==> src/hdl/bms_pkg.sv <==
// Purpose: Constants and types for the boot mode selector
// Assumes: Single core clock domain
// Notes: Encodings are internal to this block
package bsl_pkg;
   // ****************************************
   // Boot modes
   // ****************************************
   typedef enum logic [2:0]
   {
      BSL_NONE = 3'h0,
      BSL_HOST = 3'h1,
      BSL_LINK = 3'h3,
      BSL_EPROM = 3'h2,
      BSL_RSVD = 3'h6
   } bsl_mode_t;

   // Strap codes as {eprom, link, select pin}
   localparam logic [2:0] STRAPS_EPROM_PIN_LOW = 3'h4;
   localparam logic [2:0] STRAPS_EPROM_PIN_HIGH = 3'h5;
   localparam logic [2:0] STRAPS_HOST = 3'h1;
   localparam logic [2:0] STRAPS_LINK = 3'h3;
   localparam logic [2:0] STRAPS_NONE = 3'h0;

   // Synchroniser depth for strap pins
   localparam int unsigned SYNC_STAGES = 2;
   // Chip select active level when driving the pin in EPROM mode
   localparam logic CS_ACTIVE = 1'b0;
   localparam logic CS_IDLE = 1'b1;
endpackage : bsl_pkg

==> src/hdl/bms_strap_if.sv <==
// Purpose: Carries synchronised strap levels between modules
// Assumes: Same clock on both ends
// Notes: None
`timescale 1ns/10ps
`default_nettype none
interface bsl_strap_if;
   logic eprom_boot_select;
   logic link_boot_select;
   logic boot_memory_select;
   modport src (output eprom_boot_select, output link_boot_select, output boot_memory_select);
   modport dst (input eprom_boot_select, input link_boot_select, input boot_memory_select);
endinterface : bsl_strap_if
`default_nettype wire

==> src/hdl/bms_boot_select.sv <==
// Purpose: Decodes boot source from strap pins, drives chip select in EPROM mode
// Assumes: REF_CLK runs during reset; straps are static
// Notes: Mode is captured while RSTN is low and frozen after release
//
// What this block does
// - EPROM strap 1, link strap 0: boot EPROM, drive select pin as chip select.
// - Both straps 0 and select pin reads 1: boot from host.
// - EPROM 0, link 1, select pin 1: boot through link port.
// - All three low: no boot, execute from external memory.
`timescale 1ns/10ps
`default_nettype none
module bsl_boot_select
(
   input wire logic REF_CLK,
   input wire logic RSTN,
   input wire logic EPROM_BOOT_SELECT,
   input wire logic LINK_BOOT_SELECT,
   input wire logic BOOT_MEMORY_SELECT_I,
   input wire logic EPROM_CS_REQ,
   output logic BOOT_MEMORY_SELECT_O,
   output logic BOOT_MEMORY_SELECT_OE,
   output logic [2:0] BOOT_MODE,
   output logic MODE_VALID,
   output logic MODE_RESERVED
);
   // ****************************************
   // Strap synchronisation
   // ****************************************
   bsl_strap_if straps ();

   // Elaboration check on the shared synchroniser depth
   if (bsl_pkg::SYNC_STAGES < 2)
   begin : g_bad_sync
      $error("Strap synchroniser needs at least two stages");
   end

   // Synchroniser runs free during reset so the straps reach the decode
   bsl_sync
   #(
      .STAGES(bsl_pkg::SYNC_STAGES)
   )
   u_sync
   (
      .clk(REF_CLK),
      .pins({EPROM_BOOT_SELECT, LINK_BOOT_SELECT, BOOT_MEMORY_SELECT_I}),
      .straps(straps)
   );

   // ****************************************
   // Decode
   // ****************************************
   bsl_pkg::bsl_mode_t mode_d;
   bsl_pkg::bsl_mode_t mode_q;
   logic rst_sync1_q;
   logic in_reset_q;
   logic valid_q;
   logic mode_is_eprom;
   logic mode_is_rsvd;

   always_comb
   begin
      // Reserved combinations depend on the system
      unique case ({straps.eprom_boot_select, straps.link_boot_select,
                    straps.boot_memory_select})
         bsl_pkg::STRAPS_EPROM_PIN_LOW: mode_d = bsl_pkg::BSL_EPROM;
         bsl_pkg::STRAPS_EPROM_PIN_HIGH: mode_d = bsl_pkg::BSL_EPROM;
         bsl_pkg::STRAPS_HOST: mode_d = bsl_pkg::BSL_HOST;
         bsl_pkg::STRAPS_LINK: mode_d = bsl_pkg::BSL_LINK;
         bsl_pkg::STRAPS_NONE: mode_d = bsl_pkg::BSL_NONE;
         default: mode_d = bsl_pkg::BSL_RSVD;
      endcase
   end

   // Frozen mode split into the two cases that steer the pin and the flag
   always_comb
   begin
      mode_is_eprom = (mode_q == bsl_pkg::BSL_EPROM);
      mode_is_rsvd = (mode_q == bsl_pkg::BSL_RSVD);
   end

   // ****************************************
   // Reset tracking
   // ****************************************
   // Reset release seen through two flops so capture stops cleanly
   always_ff @(posedge REF_CLK or negedge RSTN)
   begin
      if (!RSTN)
      begin
         rst_sync1_q <= 1'b1;
         in_reset_q <= 1'b1;
      end
      else
      begin
         rst_sync1_q <= 1'b0;
         in_reset_q <= rst_sync1_q;
      end
   end

   // Mode tracks straps only while in reset, then holds
   always_ff @(posedge REF_CLK)
   begin
      if (in_reset_q)
      begin
         mode_q <= mode_d;
      end
   end

   always_ff @(posedge REF_CLK or negedge RSTN)
   begin
      if (!RSTN)
      begin
         valid_q <= 1'b0;
      end
      else if (in_reset_q)
      begin
         valid_q <= 1'b0;
      end
      else
      begin
         valid_q <= 1'b1;
      end
   end

   // ****************************************
   // Outputs
   // ****************************************
   // Pin driven only in EPROM mode; input otherwise
   // Enable stays low in reset so the pin can be read as a strap
   always_ff @(posedge REF_CLK or negedge RSTN)
   begin
      if (!RSTN)
      begin
         BOOT_MEMORY_SELECT_OE <= 1'b0;
      end
      else
      begin
         BOOT_MEMORY_SELECT_OE <= valid_q && mode_is_eprom;
      end
   end

   // Chip select follows the core request one cycle later
   always_ff @(posedge REF_CLK or negedge RSTN)
   begin
      if (!RSTN)
      begin
         BOOT_MEMORY_SELECT_O <= bsl_pkg::CS_IDLE;
      end
      else if (valid_q && mode_is_eprom && EPROM_CS_REQ)
      begin
         BOOT_MEMORY_SELECT_O <= bsl_pkg::CS_ACTIVE;
      end
      else
      begin
         BOOT_MEMORY_SELECT_O <= bsl_pkg::CS_IDLE;
      end
   end

   // Mode reads as none until the capture window has closed
   always_ff @(posedge REF_CLK or negedge RSTN)
   begin
      if (!RSTN)
      begin
         BOOT_MODE <= bsl_pkg::BSL_NONE;
      end
      else if (valid_q)
      begin
         BOOT_MODE <= mode_q;
      end
      else
      begin
         BOOT_MODE <= bsl_pkg::BSL_NONE;
      end
   end

   always_ff @(posedge REF_CLK or negedge RSTN)
   begin
      if (!RSTN)
      begin
         MODE_VALID <= 1'b0;
      end
      else
      begin
         MODE_VALID <= valid_q;
      end
   end

   // Reserved straps cannot be refused, only reported; pin stays an input
   always_ff @(posedge REF_CLK or negedge RSTN)
   begin
      if (!RSTN)
      begin
         MODE_RESERVED <= 1'b0;
      end
      else
      begin
         MODE_RESERVED <= valid_q && mode_is_rsvd;
      end
   end
endmodule : bsl_boot_select
`default_nettype wire

==> src/hdl/bms_sync.sv <==
// Purpose: Two-flop synchroniser for the three strap pins
// Assumes: Pins are asynchronous to the clock
// Notes: First stage is read by the second stage only
`timescale 1ns/10ps
`default_nettype none
module bsl_sync
#(
   parameter int unsigned STAGES = bsl_pkg::SYNC_STAGES
)
(
   input wire logic clk,
   input wire logic [2:0] pins,
   bsl_strap_if.src straps
);
   logic [STAGES-1:0][2:0] chain_q;

   if (STAGES < 2)
   begin : g_bad_stages
      $error("Strap synchroniser needs at least two stages");
   end

   // No reset: the chain must keep tracking the straps while reset is held
   always_ff @(posedge clk)
   begin
      chain_q[0] <= pins;
      for (int i = 1; i < STAGES; i++)
      begin
         chain_q[i] <= chain_q[i-1];
      end
   end

   assign straps.eprom_boot_select = chain_q[STAGES-1][2];
   assign straps.link_boot_select = chain_q[STAGES-1][1];
   assign straps.boot_memory_select = chain_q[STAGES-1][0];
endmodule : bsl_sync
`default_nettype wire

==> config.mk <==
export PLATFORM = sky130hd
export DESIGN_NAME = bsl_boot_select
export DESIGN_NICKNAME = d
export VERILOG_FILES = /design/src/hdl/bms_pkg.sv /design/src/hdl/bms_strap_if.sv /design/src/hdl/bms_boot_select.sv /design/src/hdl/bms_sync.sv
export SDC_FILE = /design/constraint.sdc
export NUM_CORES = 1
export LEC_CHECK = 0
export BUFFER_PORTS_ARGS = -buffer_cell sky130_fd_sc_hd__buf_2
export CAP_MARGIN = 10
export CORE_ASPECT_RATIO = 0.8
export CORE_MARGIN = 2
export CORE_UTILIZATION = 30
export DETAILED_ROUTE_END_ITERATION = 12
export MAX_ROUTING_LAYER = met4
export PLACE_DENSITY = 0.51
export SLEW_MARGIN = 30
export SYNTH_ARGS = -nofsm -noshare
export SYNTH_HDL_FRONTEND = slang
export SYNTH_HIERARCHICAL = 1
export SYNTH_SLANG_ARGS = --single-unit
==> constraint.sdc <==
create_clock -name REF_CLK -period 1.3 [get_ports REF_CLK]
set_clock_uncertainty 0.1 [all_clocks]
set_input_delay 0.26 -clock REF_CLK [delete_from_list [all_inputs] [get_ports REF_CLK]]
set_output_delay 0.26 -clock REF_CLK [all_outputs]
set_load 0.05 [all_outputs]
==> run metrics <==
status finished, violations left; violated checks setup timing; crit path launch type flip-flop; vias in the first global route approximately 300; wire length on met3 43 um; Post-synth EDFFs 3; Total GRT Usage 8.42%; top cells by area, synth dfrtp_1, dfxtp_1, edfxtp_1; endpoints failing setup 1; sequential cell area 464 sq um; met2 WL post-DR between 300 and 400 um; Clk pwr share 29.0%; worst-path fanout max 1; Switching Power ~230 uW; clk_lat worst skew 0.29 ns; Main synth FF type dfrtp_1; routed len/inst roughly 10 um; Worst setup EP type primary output; Worst R2R End mode_q[0]$_DFFE_PP_; Area Overhead vs Synth 33.6%; 1st-pass router iterations 3; top-count cell post-synth dfrtp_1; clock tree buffer depth 2; leakage power around 0.33 nW; Comb power frac 7.4%; Vias/cell 3.85; Slew Limit Fails 0; Starting Density 32.4%; maximum clock frequency 750 MHz; Port-buffer cells 12; Final min period between 1 and 1.5 ns; maxcap violations 0; Worst Reg2Reg Path Length in Cells 0; Reg power frac 63.7%; Vert. Die Dim about 42 um; core area 1660 sq um; initial antenna violation count 0; Final period util 103%; Mapped Cells 30; top layer in use met4; share of cells above drive strength 1 around 39%; largest net degree at the start of global routing 13; filler instances roughly 160; Final #Nets 58; placed insts 64; gr ovfl total 0; CP cell instances buf_8; number of diodes 0; Async SR Flop Fraction between 50% and 60%; Reg clk slew, reported paths 0.11 ns; Register-to-Register Setup Slack 0.35 ns; # IOs 13; Synth Warn # 6; Routed Antenna Nets 0; sw frac 22.9%; die area 2150 sq um; DR vias 281; hold crit path type in -> async; postcts setup bufs 0; worst path buffer plus inverter count 1; area occupied by multi-input gates 68.8 sq um; Fin. Hold Viols 0; Post-Place Cell Area about 620 sq um; htree depth 1; DRC 0; # rows 13; PwrDens 1410 nW/um^2; RSZ-0062 raised after global routing true; top-area cell type share of the netlist area 32.6%; Worst R2R Start in_reset_q$_DFF_PN1_; CP max stage delay 0.55 ns; wl on met1 ~280 um; Seq/Total Area, Yosys 86.5%; setup ws final -0.0328 ns; Mapped Area 537 sq um; first-pass GRT wire length 1190 um; syn_nets 36; clock sink count 19; Detailed Route Iter0 Violations 2; total CTS buffers 3; peak supply drop 0.747 mV; CTS tree yes; critical path type reg -> out; total length of routed wires 730 um; Internal Pwr Total a little under 800 uW; Worst Path Arrival 0.97 ns; Finished Cell Area between 700 and 800 sq um; Slowest-stage cell, CP dfstp_2; Synth Area per Inst 17.9 sq um; Seq cells post-synth 19; top post-synthesis cells by count dfrtp_1, dfxtp_1, dfstp_2, edfxtp_1; area leader, netlist dfrtp_1; crit-path leading delay family flip-flops; Req. time, crit path between 0.9 and 1 ns; Yosys cell types 13; Post-Layout Cell Count 73; Die Span X a little over 50 um; gpl congestion 0.688; Root Driver clkbuf_4; setup_tns -0.0328 ns
==> cell families after synthesis <==
kind of cell	Yosys count	synth area share [%]
other	1	0.699
buffers and inverters	1	0.699
and+or+nand+nor	9	12.1
DFF	19	86.5
==> what timing repair did <==
| item | in CTS | in global routing |
|---|---|---|
| hold endpoints to repair | 14 | 0 |
| resized for setup | 3 | 1 |
| setup endpoints to repair | 1 | 2 |
| hold buffers | 5 | 0 |
==> cell usage in the layout (no fill, tap or decap) <==
cell type,synthesis,final
edfxtp_1,3,3
and2_1,2,2
dfxtp_1,6,6
dfrtp_1,7,7
dlygate4sd3_1,0,5
or2_1,1,1
conb_1,1,1
nor2b_1,2,2
and2_2,1,1
buf_8,0,1
and4b_1,1,1
dfstp_2,3,3
nand2_1,1,1
buf_2,0,10
clkbuf_4,0,4
clkinvlp_4,0,1
and4bb_1,1,1
inv_1,1,1
==> how the worst max path moves through the flow <==
stage,from,end,slack [ns],cells after the start
CTS,BOOT_MEMORY_SELECT_O$_DFF_PN1_,BOOT_MEMORY_SELECT_O,-0.05,1
global route,BOOT_MEMORY_SELECT_O$_DFF_PN1_,BOOT_MEMORY_SELECT_O,-0.07,1
finish,BOOT_MEMORY_SELECT_O$_DFF_PN1_,BOOT_MEMORY_SELECT_O,-0.03,1
detailed placement,BOOT_MEMORY_SELECT_O$_DFF_PN1_,BOOT_MEMORY_SELECT_O,0.20,1
global placement,BOOT_MEMORY_SELECT_O$_DFF_PN1_,BOOT_MEMORY_SELECT_O,0.20,1
floorplan,BOOT_MEMORY_SELECT_O$_DFF_PN1_,BOOT_MEMORY_SELECT_O,0.28,0
==> area by class of cell <==
class / instances / area share, %
multi-input combinational: 10 / 9.60
inverter: 1 / 0.524
timing repair buffer: 17 / 17.1
tap: 22 / 3.84
clock inverter: 1 / 1.05
clock buffer: 3 / 3.14
sequential: 19 / 64.7
==> per-stage QoR <==
stage	utilization, %	worst slack, ns	hold slack [ns]	power, mW
2_1_floorplan	-	0.284	-0.136	0.689
3_3_place_gp	37.6	0.202	0.0160	0.712
3_5_place_dp	37.6	0.201	0.0280	0.715
4_1_cts	43.1	-0.0523	0.224	1.03
5_1_grt	43.2	-0.0728	0.239	1.07
6_report	43.2	-0.0328	0.239	1.01
==> per-layer routing <==
metal  global-route usage [%]  vias to the layer above
li1                         -                      137
met3                     4.68                        2
met5                        -                        -
met1                     6.99                      133
met2                     13.8                        9
met4                     6.32                        0
==> sequential cells by signal (all words and copies together), names as in the netlist <==
register	flops
u_sync/chain_q	3
valid_q	1
u_sync/straps.boot_memory_select	1
mode_q	3
in_reset_q	1
MODE_VALID	1
BOOT_MEMORY_SELECT_OE	1
BOOT_MEMORY_SELECT_O	1
rst_sync1_q	1
MODE_RESERVED	1
BOOT_MODE	3
u_sync/straps.eprom_boot_select	1
u_sync/straps.link_boot_select	1
==> power groups by stage <==
stage | combinational [mW] | clock, mW | sequential (mW)
after floorplan | 0.00923 | 0 | 0.680
after global placement | 0.0598 | 0 | 0.652
after detailed placement | 0.0611 | 0 | 0.654
after CTS | 0.0742 | 0.314 | 0.642
after global routing | 0.0796 | 0.340 | 0.645
final | 0.0744 | 0.292 | 0.642
Note: power is estimated with default switching activity, not from simulation.
